[src/common/uab_cfg.svh]
// Offsets, field positions, reset values and timing counts of the serial block.
`ifndef UAB_CFG_SVH
`define UAB_CFG_SVH
`define UAB_CLK_HZ      100000000
`define UAB_MAX_BPS     115200
`define UAB_ADDR_W      12
`define UAB_OFF_CMD     12'h000
`define UAB_OFF_BAUD    12'h004
`define UAB_OFF_PRESC   12'h008
`define UAB_OFF_STATUS  12'h00c
`define UAB_OFF_DATA    12'h010
`define UAB_CMD_RST     6'h00
`define UAB_BAUD_RST    4'h3
`define UAB_PRESC_RST   16'h28af
`define UAB_ST_RX_FLAG  0
`define UAB_ST_TX_FLAG  1
`define UAB_ST_FRM_ERR  2
`define UAB_ST_OVR_ERR  3
`define UAB_ST_PAR_ERR  4
`define UAB_ST_TX_BUSY  5
`define UAB_ST_RX_FULL  6
`define UAB_RATE_0      1200
`define UAB_RATE_1      2400
`define UAB_RATE_2      4800
`define UAB_RATE_3      9600
`define UAB_RATE_4      19200
`define UAB_RATE_5      38400
`define UAB_RATE_6      51200
`define UAB_RATE_7      57600
`define UAB_RATE_8      102400
`define UAB_RATE_9      115200
`endif

[src/common/uab_pkg.sv]
// Types shared by the serial block: command fields and line state machines.
package uab_pkg;
    // Command register fields, rx_ie in bit 0.
    typedef struct packed {
        logic autocal;
        logic clk_src;
        logic par_odd;
        logic par_en;
        logic tx_ie;
        logic rx_ie;
    } uab_cmd_t;
    // Transmit line states.
    typedef enum logic [2:0] {TX_IDLE, TX_START, TX_DATA, TX_PAR, TX_STOP} uab_tx_st_t;
    // Receive line states.
    typedef enum logic [2:0] {RX_IDLE, RX_START, RX_DATA, RX_PAR, RX_STOP} uab_rx_st_t;
endpackage

[src/hdl/uab_uart.sv]
// Single channel serial transmitter and receiver with an APB register slave.
//
// What this block does
// - One serial channel, at most 115.2 kbps on the system clock.
// - Command bits: interrupts, parity, odd/even, clock source.
// - Interrupt on byte received and byte sent.
// - Status tells receive from transmit interrupt cause.
// - Frame, overrun, parity errors flagged per byte.
// - Auto calibration gives standard rates from index.
// - Ten calibrated rates; timed on the system clock.
// - Without calibration the prescaler sets the rate.
`timescale 1ns/10ps
`default_nettype none
`include "uab_cfg.svh"

module uab_uart (
    input  wire logic                    mclk_in,
    input  wire logic                    rst_n_in,
    input  wire logic                    psel_in,
    input  wire logic                    penable_in,
    input  wire logic                    pwrite_in,
    input  wire logic [`UAB_ADDR_W-1:0]  paddr_in,
    input  wire logic [31:0]             pwdata_in,
    output logic      [31:0]             prdata_out,
    output logic                         pready_out,
    output logic                         pslverr_out,
    input  wire logic                    rxd_in,
    input  wire logic                    rosc_in,
    output logic                         txd_out,
    output logic                         irq_out
);

    ////////////////////////////////////////////////////////////////////////////////
    // Bit period lookup for the calibrated rates, in clock cycles minus one.
    function automatic logic [16:0] rate_div(input logic [3:0] idx);
        integer r;
        begin
            case (idx)
                4'h0:    r = `UAB_RATE_0;
                4'h1:    r = `UAB_RATE_1;
                4'h2:    r = `UAB_RATE_2;
                4'h3:    r = `UAB_RATE_3;
                4'h4:    r = `UAB_RATE_4;
                4'h5:    r = `UAB_RATE_5;
                4'h6:    r = `UAB_RATE_6;
                4'h7:    r = `UAB_RATE_7;
                4'h8:    r = `UAB_RATE_8;
                default: r = `UAB_RATE_9;
            endcase
            rate_div = 17'((`UAB_CLK_HZ / r) - 1);
        end
    endfunction

    // Shortest bit period allowed on the system clock.
    localparam logic [16:0] DIV_MAX = 17'((`UAB_CLK_HZ / `UAB_MAX_BPS) - 1);
    localparam logic [16:0] DIV_SLOW = 17'((`UAB_CLK_HZ / `UAB_RATE_0) - 1);

    ////////////////////////////////////////////////////////////////////////////////
    // Software state.
    uab_pkg::uab_cmd_t   cmd;          // Command settings.
    logic [3:0]          baud_sel;     // Calibrated rate index.
    logic [15:0]         presc;        // Free prescaler, cycles per bit minus one.
    logic                rx_flag;      // Byte received, sticky.
    logic                tx_flag;      // Byte sent, sticky.
    logic                frm_err;      // Stop bit was low.
    logic                ovr_err;      // Byte arrived over an unread one.
    logic                par_err;      // Parity mismatch.
    logic                rx_full;      // Receive buffer holds an unread byte.
    logic [7:0]          rx_buf;       // Last received byte.

    // Line state.
    uab_pkg::uab_tx_st_t tx_st;
    uab_pkg::uab_rx_st_t rx_st;
    logic [16:0]         tx_cnt;       // Ticks left in the current sent bit.
    logic [16:0]         rx_cnt;       // Ticks left to the next sample point.
    logic [7:0]          tx_sh;        // Outgoing shift register.
    logic [7:0]          rx_sh;        // Incoming shift register.
    logic [2:0]          tx_bit;       // Data bit index on transmit.
    logic [2:0]          rx_bit;       // Data bit index on receive.
    logic                tx_par;       // Running parity of sent bits.
    logic                rx_s1;        // Receive pin synchroniser, first stage.
    logic                rx_s2;        // Receive pin synchroniser, second stage.
    logic                rx_s3;        // Delayed copy for start edge detection.
    logic                rosc_s1;      // Oscillator pin synchroniser, first stage.
    logic                rosc_s2;      // Oscillator pin synchroniser, second stage.
    logic                rosc_s3;      // Delayed copy for edge detection.

    ////////////////////////////////////////////////////////////////////////////////
    // Bus decode and completion.
    wire        bus_first = psel_in & penable_in & ~pready_out;  // First access cycle.
    wire        bus_done  = psel_in & penable_in & pready_out;   // Completing edge.
    wire        sel_cmd   = (paddr_in == `UAB_OFF_CMD);
    wire        sel_baud  = (paddr_in == `UAB_OFF_BAUD);
    wire        sel_presc = (paddr_in == `UAB_OFF_PRESC);
    wire        sel_stat  = (paddr_in == `UAB_OFF_STATUS);
    wire        sel_data  = (paddr_in == `UAB_OFF_DATA);
    wire        mapped    = sel_cmd | sel_baud | sel_presc | sel_stat | sel_data;
    wire        wr_ok     = bus_done & pwrite_in & mapped;
    wire        rd_data   = bus_done & ~pwrite_in & sel_data;
    wire        tx_busy   = (tx_st != uab_pkg::TX_IDLE);
    wire [6:0]  status    = {rx_full, tx_busy, par_err, ovr_err, frm_err, tx_flag, rx_flag};
    wire [31:0] rd_mux    = sel_cmd   ? {26'h0, cmd}      :
                            sel_baud  ? {28'h0, baud_sel} :
                            sel_presc ? {16'h0, presc}    :
                            sel_stat  ? {25'h0, status}   :
                            sel_data  ? {24'h0, rx_buf}   : 32'h0;
    wire        clr_stat  = wr_ok & sel_stat;
    wire        tx_start  = wr_ok & sel_data & ~tx_busy;

    // Bit timebase: system clock, or rising edges of the oscillator pin.
    wire        tick      = ~cmd.clk_src | cmd.autocal | (rosc_s2 & ~rosc_s3);
    wire [16:0] presc_div = (cmd.clk_src | ({1'b0, presc} >= DIV_MAX)) ? {1'b0, presc} : DIV_MAX;
    wire [16:0] bit_div   = cmd.autocal ? rate_div(baud_sel) : presc_div;

    // Line events.
    wire        tx_exp    = tick & (tx_cnt == 17'h0);
    wire        rx_exp    = tick & (rx_cnt == 17'h0);
    wire        tx_done   = tx_exp & (tx_st == uab_pkg::TX_STOP);
    wire        rx_done   = rx_exp & (rx_st == uab_pkg::RX_STOP);
    wire        rx_bad_p  = (^rx_sh ^ rx_s2) != cmd.par_odd;
    wire        rx_fall   = rx_s3 & ~rx_s2;
    wire        irq_next  = (rx_flag & cmd.rx_ie) | (tx_flag & cmd.tx_ie);

    ////////////////////////////////////////////////////////////////////////////////
    // Bus answer: one wait state, then ready with registered data.
    always_ff @(posedge mclk_in or negedge rst_n_in) begin
        if (!rst_n_in) begin
            pready_out  <= 1'b0;
            pslverr_out <= 1'b0;
            prdata_out  <= 32'h0;
        end else begin
            pready_out  <= bus_first;
            pslverr_out <= bus_first & ~mapped;
            if (bus_first) begin
                prdata_out <= rd_mux;
            end
        end
    end

    // Software registers; writes land on the completing edge.
    always_ff @(posedge mclk_in or negedge rst_n_in) begin
        if (!rst_n_in) begin
            cmd      <= uab_pkg::uab_cmd_t'(`UAB_CMD_RST);
            baud_sel <= `UAB_BAUD_RST;
            presc    <= `UAB_PRESC_RST;
        end else if (wr_ok) begin
            if (sel_cmd) begin
                cmd <= uab_pkg::uab_cmd_t'(pwdata_in[5:0]);
            end
            if (sel_baud) begin
                baud_sel <= pwdata_in[3:0];
            end
            if (sel_presc) begin
                presc <= pwdata_in[15:0];
            end
        end
    end

    // Sticky status; a hardware set in the clearing cycle wins.
    always_ff @(posedge mclk_in or negedge rst_n_in) begin
        if (!rst_n_in) begin
            rx_flag <= 1'b0;
            tx_flag <= 1'b0;
            frm_err <= 1'b0;
            ovr_err <= 1'b0;
            par_err <= 1'b0;
            rx_full <= 1'b0;
            rx_buf  <= 8'h0;
            irq_out <= 1'b0;
        end else begin
            rx_flag <= rx_done | (rx_flag & ~(clr_stat & pwdata_in[`UAB_ST_RX_FLAG]));
            tx_flag <= tx_done | (tx_flag & ~(clr_stat & pwdata_in[`UAB_ST_TX_FLAG]));
            frm_err <= (rx_done & ~rx_s2) |
                       (frm_err & ~(clr_stat & pwdata_in[`UAB_ST_FRM_ERR]));
            ovr_err <= (rx_done & rx_full & ~rd_data) |
                       (ovr_err & ~(clr_stat & pwdata_in[`UAB_ST_OVR_ERR]));
            par_err <= (rx_exp & (rx_st == uab_pkg::RX_PAR) & rx_bad_p) |
                       (par_err & ~(clr_stat & pwdata_in[`UAB_ST_PAR_ERR]));
            rx_full <= rx_done | (rx_full & ~rd_data);
            if (rx_done) begin
                rx_buf <= rx_sh;
            end
            irq_out <= irq_next;
        end
    end

    ////////////////////////////////////////////////////////////////////////////////
    // Pin synchronisers; the second stage and its delayed copy feed logic, the first stage does not.
    always_ff @(posedge mclk_in or negedge rst_n_in) begin
        if (!rst_n_in) begin
            rx_s1   <= 1'b1;
            rx_s2   <= 1'b1;
            rx_s3   <= 1'b1;
            rosc_s1 <= 1'b0;
            rosc_s2 <= 1'b0;
            rosc_s3 <= 1'b0;
        end else begin
            rx_s1   <= rxd_in;
            rx_s2   <= rx_s1;
            rx_s3   <= rx_s2;
            rosc_s1 <= rosc_in;
            rosc_s2 <= rosc_s1;
            rosc_s3 <= rosc_s2;
        end
    end

    ////////////////////////////////////////////////////////////////////////////////
    // Transmitter. A data write while busy is dropped, not queued.
    always_ff @(posedge mclk_in or negedge rst_n_in) begin
        if (!rst_n_in) begin
            tx_st   <= uab_pkg::TX_IDLE;
            tx_cnt  <= 17'h0;
            tx_sh   <= 8'h0;
            tx_bit  <= 3'h0;
            tx_par  <= 1'b0;
            txd_out <= 1'b1;
        end else begin
            if (tick & (tx_cnt != 17'h0)) begin
                tx_cnt <= tx_cnt - 17'h1;
            end
            unique case (tx_st)
                uab_pkg::TX_IDLE: begin
                    txd_out <= 1'b1;
                    if (tx_start) begin
                        tx_st   <= uab_pkg::TX_START;
                        tx_sh   <= pwdata_in[7:0];
                        tx_par  <= cmd.par_odd;
                        tx_cnt  <= bit_div;
                        txd_out <= 1'b0;
                    end
                end
                uab_pkg::TX_START, uab_pkg::TX_DATA: begin
                    if (tx_exp) begin
                        txd_out <= tx_sh[0];
                        tx_par  <= tx_par ^ tx_sh[0];
                        tx_sh   <= {1'b0, tx_sh[7:1]};
                        tx_cnt  <= bit_div;
                        tx_bit  <= (tx_st == uab_pkg::TX_START) ? 3'h0 : tx_bit + 3'h1;
                        tx_st   <= uab_pkg::TX_DATA;
                        if ((tx_st == uab_pkg::TX_DATA) & (tx_bit == 3'h7)) begin
                            txd_out <= cmd.par_en ? tx_par : 1'b1;
                            tx_st   <= cmd.par_en ? uab_pkg::TX_PAR : uab_pkg::TX_STOP;
                        end
                    end
                end
                uab_pkg::TX_PAR: begin
                    if (tx_exp) begin
                        txd_out <= 1'b1;
                        tx_cnt  <= bit_div;
                        tx_st   <= uab_pkg::TX_STOP;
                    end
                end
                uab_pkg::TX_STOP: begin
                    if (tx_exp) begin
                        tx_st <= uab_pkg::TX_IDLE;
                    end
                end
                default: begin
                    tx_st <= uab_pkg::TX_IDLE;
                end
            endcase
        end
    end

    ////////////////////////////////////////////////////////////////////////////////
    // Receiver. Samples at bit centres; a start shorter than half a bit is
    // treated as noise. It re-arms at mid stop bit so back to back frames fit.
    // A start needs a falling edge, so a line held low after a framing error
    // does not open a false frame.
    always_ff @(posedge mclk_in or negedge rst_n_in) begin
        if (!rst_n_in) begin
            rx_st  <= uab_pkg::RX_IDLE;
            rx_cnt <= 17'h0;
            rx_sh  <= 8'h0;
            rx_bit <= 3'h0;
        end else begin
            if (tick & (rx_cnt != 17'h0)) begin
                rx_cnt <= rx_cnt - 17'h1;
            end
            unique case (rx_st)
                uab_pkg::RX_IDLE: begin
                    if (rx_fall) begin
                        rx_cnt <= bit_div >> 1;
                        rx_st  <= uab_pkg::RX_START;
                    end
                end
                uab_pkg::RX_START: begin
                    if (rx_exp) begin
                        rx_cnt <= bit_div;
                        rx_bit <= 3'h0;
                        rx_st  <= rx_s2 ? uab_pkg::RX_IDLE : uab_pkg::RX_DATA;
                    end
                end
                uab_pkg::RX_DATA: begin
                    if (rx_exp) begin
                        rx_sh  <= {rx_s2, rx_sh[7:1]};
                        rx_cnt <= bit_div;
                        rx_bit <= rx_bit + 3'h1;
                        if (rx_bit == 3'h7) begin
                            rx_st <= cmd.par_en ? uab_pkg::RX_PAR : uab_pkg::RX_STOP;
                        end
                    end
                end
                uab_pkg::RX_PAR: begin
                    if (rx_exp) begin
                        rx_cnt <= bit_div;
                        rx_st  <= uab_pkg::RX_STOP;
                    end
                end
                uab_pkg::RX_STOP: begin
                    if (rx_exp) begin
                        rx_st <= uab_pkg::RX_IDLE;
                    end
                end
                default: begin
                    rx_st <= uab_pkg::RX_IDLE;
                end
            endcase
        end
    end

    ////////////////////////////////////////////////////////////////////////////////
    // Checks on the driven behaviour.
    tx_idle_high_a: assert property (@(posedge mclk_in) disable iff (!rst_n_in)
        (tx_st == uab_pkg::TX_IDLE) && !$past(tx_start) |-> txd_out)
        else $error("transmit line not high while idle");
    tx_start_bit_a: assert property (@(posedge mclk_in) disable iff (!rst_n_in)
        tx_start |=> !txd_out && (tx_st == uab_pkg::TX_START))
        else $error("accepted byte did not open with a low start bit");
    tx_event_flag_a: assert property (@(posedge mclk_in) disable iff (!rst_n_in)
        tx_done |=> tx_flag && (tx_st == uab_pkg::TX_IDLE))
        else $error("sent byte did not set the transmit flag");
    rx_event_flag_a: assert property (@(posedge mclk_in) disable iff (!rst_n_in)
        rx_done |=> rx_flag && rx_full && (rx_buf == $past(rx_sh)))
        else $error("received byte not delivered with its flag");
    irq_cause_a: assert property (@(posedge mclk_in) disable iff (!rst_n_in)
        ((rx_flag && cmd.rx_ie) || (tx_flag && cmd.tx_ie)) |=> irq_out)
        else $error("enabled pending cause did not raise the interrupt");
    overrun_flag_a: assert property (@(posedge mclk_in) disable iff (!rst_n_in)
        rx_done && rx_full && !rd_data |=> ovr_err)
        else $error("byte over an unread one not flagged as overrun");
    frame_flag_a: assert property (@(posedge mclk_in) disable iff (!rst_n_in)
        rx_done && !rx_s2 |=> frm_err)
        else $error("low stop bit not flagged as framing error");
    autocal_rate_a: assert property (@(posedge mclk_in) disable iff (!rst_n_in)
        cmd.autocal && (baud_sel == 4'h0) |-> (bit_div == DIV_SLOW))
        else $error("calibrated slowest rate has the wrong bit period");
    presc_rate_a: assert property (@(posedge mclk_in) disable iff (!rst_n_in)
        !cmd.autocal && cmd.clk_src |-> (bit_div == {1'b0, presc}))
        else $error("prescaler value not used as bit period");
    rate_ceiling_a: assert property (@(posedge mclk_in) disable iff (!rst_n_in)
        !cmd.clk_src || cmd.autocal |-> (bit_div >= DIV_MAX))
        else $error("bit rate above the ceiling on the system clock");
    apb_ready_a: assert property (@(posedge mclk_in) disable iff (!rst_n_in)
        psel_in && penable_in && !pready_out |=> pready_out ##1 !pready_out)
        else $error("bus answer not a single ready cycle after one wait");

endmodule

`default_nettype wire

[config.mk]
export PLATFORM = sky130hd
export DESIGN_NAME = uab_uart
export DESIGN_NICKNAME = d
export VERILOG_FILES = /design/src/common/uab_pkg.sv /design/src/hdl/uab_uart.sv
export VERILOG_INCLUDE_DIRS = /design/src /design/src/common
export SDC_FILE = /design/constraint.sdc
export NUM_CORES = 1
export LEC_CHECK = 0
export BUFFER_PORTS_ARGS = -buffer_cell sky130_fd_sc_hd__buf_2
export CAP_MARGIN = 30
export CORE_MARGIN = 5
export CORE_UTILIZATION = 46
export DETAILED_ROUTE_END_ITERATION = 12
export PLACE_DENSITY_LB_ADDON = 0.1
export SYNTH_ARGS = -nofsm -noshare
export SYNTH_HDL_FRONTEND = slang
export SYNTH_SLANG_ARGS = --single-unit
export TNS_END_PERCENT = 30
[constraint.sdc]
create_clock -name mclk_in -period 64.8 [get_ports mclk_in]
set_input_delay 12.96 -clock mclk_in [delete_from_list [all_inputs] [get_ports mclk_in]]
set_output_delay 12.96 -clock mclk_in [all_outputs]
set_load 0.03 [all_outputs]
==> qor.yml, run 1 <==
layout.nets: 3713
r2r_slack_ns: 4.58
cts.htree.levels: 4
synthTopCellsByArea: "ha_1 13%, dfrtp_1 12%, a21oi_1 5.7%, xnor2_1 5.3%, nand2_1 5.0%"
numCtsBuffers: 17
grt_max_degree: 47
ff_latch_area_sq_um: 3250
grt_pass1_wl_mm: 130
cp.required_ns: 65.09
p_leak_uw: 0.0118
fp.dieW_um: 242
ys_types: 128
critPathMaxStageDelay_ns: 0.65
layout_setup_ws_ns: 4.58
ir_drop_v: 0.0000488
worst_skew_pair.late_latency_ns: 0.43
maxCapViolCount: 0
clk_pin_slew_ns: 0.06
die-area_sq_um: 58600
grtUsageMet1: 0.368
cts_hold_buf: 0
cts-root-buf: "clkbuf_16"
cts_buffer_depth: 2
pin_count: 87
drtIter0Drc: 2034
r2r-end: "rx_cnt[13]"
vias: 25986
crit_start: "baud_sel[0]"
synth-seq-area-share: 0.131
setup_violations: 0
crit_arrival_ns: 60.51
end_kind: "flip-flop"
wl_per_cell_um: 20.0
worstSetupPathType: "flip-flop to flip-flop"
die_height_um: 242
numPortBuffers: 54
ys.warnings.count: 0
drc_errors: 0
cts_tree: "yes"
dp_hpwl_mm: 64.8
tightest_slew_ns: 1.13
worst_clock_skew_ns: 0.00551
ys_ff_latch: 129
max-slew-margin-rel: 0.246
antennaDiodeCount: 0
outcome: "complete, no violations"
place.gp.congestion: 0.920
drive_above_1_share: 0.119
syn_inst: 3338
yosysTopAreaCellShare: 0.127
met3_usage: 0.0271
startpoint_type: "flip-flop"
start_util: 0.462
place_ws_ns: 2.16
cpMaxStageDelayCell: "dfstp_2"
synth_edf_count: 0
first_pass_iters: 5
synthToLayoutAreaGrowth_pct: 8.66
fmax_ghz: 0.0166
grt_pass1_vias: 24381
hold_viol_final: 0
grt.overflow.total: 0
routed_wl_mm: 82.2
rsz0062_at_grt: "false"
std_cell_rows: 85
gr-usage-all-layers: 0.264
slew_viol_final: 0
p_per_area_nw_per_um2: 28.3
critical_path.max_fanout: 20
post-route-period-util: 0.929
min_period_ns: 60.22
synth-main-ff-cell: "dfrtp_1"
multi_input_area_sq_um: 20800
rr_startpoint: "baud_sel[0]"
final_cell_mix: "332 x nand2_1, 280 x nor2_1, 279 x a21oi_1"
avgSynthCellArea_sq_um: 7.42
crit_end: "rx_cnt[13]"
min_path_type: "flip-flop to flip-flop"
async_reset_ff_frac: 1.00
grt_use_met2: 0.442
cts_sinks: 129
n_fill_cell: 5331
crit_path_frequent_cell: "a21o_1"
viasPerCell: 6.31
antenna_left: 0
core_area_sq_um: 53600
fin_tns_setup_ns: 0
busiest_layer: "met2"
yosys.area.top_type: "ha_1"
antenna_found_initial: 1
final_common_cell: "nand2_1"
reg2reg_depth: 298
synth_area_sq_um: 24800
metrics by stage:
step                cell area [sq um]  instances  total power (uW)  hold slack (ns)  utilization
detailed placement              26200       4076               658            0.348        0.488
global placement                26100       4073               650            0.337        0.488
floorplan                       24800       3356               526            0.331            -
finish                          26900       4115               762            0.357        0.502
CTS                             26800       4108               756            0.358        0.499
global route                    26900       4115               830            0.362        0.502
worst max-delay path, delay by kind of cell (launching register included):
family	cells	cell delay, ns
mux	3	1.09
xor+xnor	2	0.41
compound gates	154	30.80
flops	1	0.65
fa+ha+maj	23	7.58
simple gates	97	16.29
buf+inv	19	3.07
state kept, by name, indices dropped and copies added (netlist names), 3 cells and up:
| register | flops |
|---|---|
| baud_sel | 4 |
| prdata_out | 16 |
| tx_st | 3 |
| rx_cnt | 17 |
| tx_sh | 8 |
| presc | 16 |
| tx_bit | 3 |
| tx_cnt | 17 |
| rx_buf | 8 |
| rx_sh | 8 |
| rx_st | 3 |
| cmd | 6 |
| rx_bit | 3 |
cell usage after synthesis, drive strengths merged (87+ instances only):
master  count
a21o      138
dfrtp     115
xnor2     151
nor2      285
nand2     333
nor3      105
ha        252
nand3     107
a21oi     282
inv        87
o21ai     251
xor2       89
layout make-up:
class	count	area share
multi-input cells	3013	0.774
repair buffers	156	0.0393
well taps	696	0.0324
inverters	89	0.0125
clock inverters	13	0.00488
clock buffers	19	0.0165
flip-flops and latches	129	0.121
power breakdown:
group / internal (uW) / switching (uW)
Sequential: 86.4 / 6.05
Combinational: 246 / 331
Clock: 54.3 / 37.7
worst min-delay path by stage:
stage                     cells after the start  startpoint  slack, ns       to
final                                         0       rx_s1       0.36    rx_s2
after global routing                          0       rx_s1       0.36    rx_s2
after CTS                                     0       rx_s1       0.36    rx_s2
after detailed placement                      0       rx_s1       0.35    rx_s2
after global placement                        0     rosc_s1       0.34  rosc_s2
after floorplan                               0     rosc_s1       0.33  rosc_s2
repair_timing:
| item | in CTS | in global routing |
|---|---|---|
| resized for setup | 0 | 27 |
| hold endpoints to repair | 0 | 0 |
| endpoints found under the setup margin | 0 | 33 |
| buffers inserted | 0 | 6 |
routing by layer:
layer | vias to the layer above | wire, um
met5 | - | 13
met4 | 2 | 1810
met3 | 134 | 4600
met2 | 802 | 37500
met1 | 12399 | 38200
li1 | 12649 | -
kinds of logic after synthesis:
logic type                 share of synthesized area
adders and majority gates                      0.131
buffers and inverters                         0.0366
muxes                                         0.0579
DFF                                            0.131
AOI/OAI and AO/OA                              0.306
other                                       0.000303
xor gates and xnor gates                      0.0852
and+or+nand+nor                                0.253
Note: power is estimated with default switching activity, not from simulation.
==> inputs of run 2 (changes only) <==
CTS_BUF_LIST = sky130_fd_sc_hd__clkbuf_8   (was not set)
==> run 2 against run 1 <==
  * Flip-flop and latch count stayed put
  * Sequential power hardly changed
  * Cell count stayed put
  * Register-to-register slack worse by 0.14 ns
  * Clock skew is 0.0044 ns higher
  * Highest routed layer unchanged
==> qor.yml, run 2 (synthesized netlist as in run 1, its figures left out) <==
postPlaceCellArea_sq_um: 26200
numPortBuffers: 54
min_from: "rx_s1"
crit_arrival_ns: 60.69
fmax_ghz: 0.0166
layout.nets: 3713
tightest_slew_ns: 1.09
grt_max_degree: 47
synthToLayoutAreaGrowth_pct: 7.89
crit_path_frequent_cell: "a21o_1"
first_pass_iters: 6
n_fill_cell: 5357
place.gp.congestion: 0.920
post-route-period-util: 0.931
grt.overflow.total: 0
drive_above_1_share: 0.119
drc_errors: 0
r2r_slack_ns: 4.44
design_area_sq_um: 26700
wl_per_cell_um: 20.0
final_cell_mix: "332 x nand2_1, 280 x nor2_1, 279 x a21oi_1"
cp_num_buf_inv: 21
antenna_left: 0
end_kind: "flip-flop"
fp.dieW_um: 242
multi_input_area_sq_um: 20800
fin_tns_setup_ns: 0
antenna_found_initial: 1
dp_hpwl_mm: 64.8
worst_clock_skew_ns: 0.00988
cts-root-buf: "clkbuf_8"
outcome: "complete, no violations"
p_leak_uw: 0.0117
vias: 25964
r2r-end: "rx_cnt[13]"
max-slew-margin-rel: 0.275
cp.required_ns: 65.13
clk_pin_slew_ns: 0.08
worstSetupPathType: "flip-flop to flip-flop"
numCtsBuffers: 17
pin_count: 87
die-area_sq_um: 58600
start_util: 0.462
p_per_area_nw_per_um2: 27.6
cts_buffer_depth: 2
std_cell_rows: 85
critPathMaxStageDelay_ns: 0.60
cpMaxStageDelayCell: "or4b_4"
grt_pass1_wl_mm: 130
min_path_type: "flip-flop to flip-flop"
maxCapViolCount: 0
hold_path_depth: 0
cts_sinks: 129
rsz0062_at_grt: "false"
crit_family: "compound AO/OA/AOI/OAI gates"
routed_wl_mm: 82.3
worst_skew_pair.late_latency_ns: 0.47
hold_viol_final: 0
setup_violations: 0
reg2reg_depth: 298
startpoint_type: "flip-flop"
slew_viol_final: 0
ir_drop_v: 0.0000491
cts_hold_buf: 0
die_height_um: 242
gr-usage-all-layers: 0.263
hold_end: "rx_s2"
cts_tree: "yes"
ff_latch_area_sq_um: 3250
cts.htree.levels: 4
drtIter0Drc: 2075
rr_startpoint: "baud_sel[3]"
power.total_uw: 736
antennaDiodeCount: 0
grt_pass1_vias: 24366
final_common_cell: "nand2_1"
min_period_ns: 60.36
critical_path.max_fanout: 21
viasPerCell: 6.31
reg_top3: "rx_cnt x17, tx_cnt x17"
core_area_sq_um: 53600
-- run 2: changes by cell type in the layout (fill, tap and decap cells not counted), sizes merged --
cell	before	now
clkbuf	20	19
inv	90	91
-- run 2: layer usage --
layer / share of wire / up-vias / global-route usage / wire (um)
met5: 0.00016 / - / 0 / 13
met4: 0.021 / 2 / 0.0577 / 1740
met3: 0.052 / 130 / 0.0282 / 4310
met2: 0.46 / 759 / 0.440 / 37500
met1: 0.47 / 12432 / 0.368 / 38700
li1: - / 12641 / - / -
-- run 2: cell type report --
class | instances | share of cell area
inverters | 89 | 0.0126
repair buffers | 156 | 0.0396
flip-flops and latches | 129 | 0.121
clock buffers | 18 | 0.00927
clock inverters | 14 | 0.00506
well taps | 696 | 0.0326
multi-input cells | 3013 | 0.779
-- run 2: worst register-to-register path, delay by kind of cell (launching register included) --
kind / cells / cell delay, ns
multiplexers: 3 / 1.12
XOR/XNOR: 2 / 0.42
flip-flops: 1 / 0.56
adder cells (fa/ha/maj): 22 / 7.24
AO/OA/AOI/OAI: 153 / 30.72
AND/OR/NAND/NOR: 97 / 16.37
buffers and inverters: 21 / 3.70
-- run 2: power breakdown --
part	switching, uW	internal (uW)	total (uW)
Clock	34.8	31.8	66.6
Sequential	6.04	86.2	92.2
Combinational	331	246	578
-- run 2: metrics by stage --
step                       util  std cells  worst slack (ns)  hold slack (ns)
after floorplan               -       3356              6.16            0.331
after global placement    0.488       4073              2.53            0.337
after detailed placement  0.488       4076              2.16            0.348
after CTS                 0.496       4108              1.82            0.361
after global routing      0.498       4115            0.0192            0.365
final                     0.498       4115              4.44            0.359
-- run 2: worst max path at each step --
stage	endpoint	cells after the start	startpoint	slack (ns)
global placement	rx_cnt[13]	293	baud_sel[0]	2.53
CTS	rx_cnt[13]	297	baud_sel[0]	1.82
detailed placement	rx_cnt[13]	297	baud_sel[0]	2.16
global route	rx_cnt[13]	299	baud_sel[1]	0.02
finish	rx_cnt[13]	298	baud_sel[3]	4.44
floorplan	rx_cnt[13]	319	baud_sel[2]	6.16
-- run 2: what timing repair did --
| action | in CTS | in global routing |
|---|---|---|
| gates resized for setup | 0 | 27 |
| setup buffers | 0 | 6 |
| setup endpoints to repair | 0 | 33 |
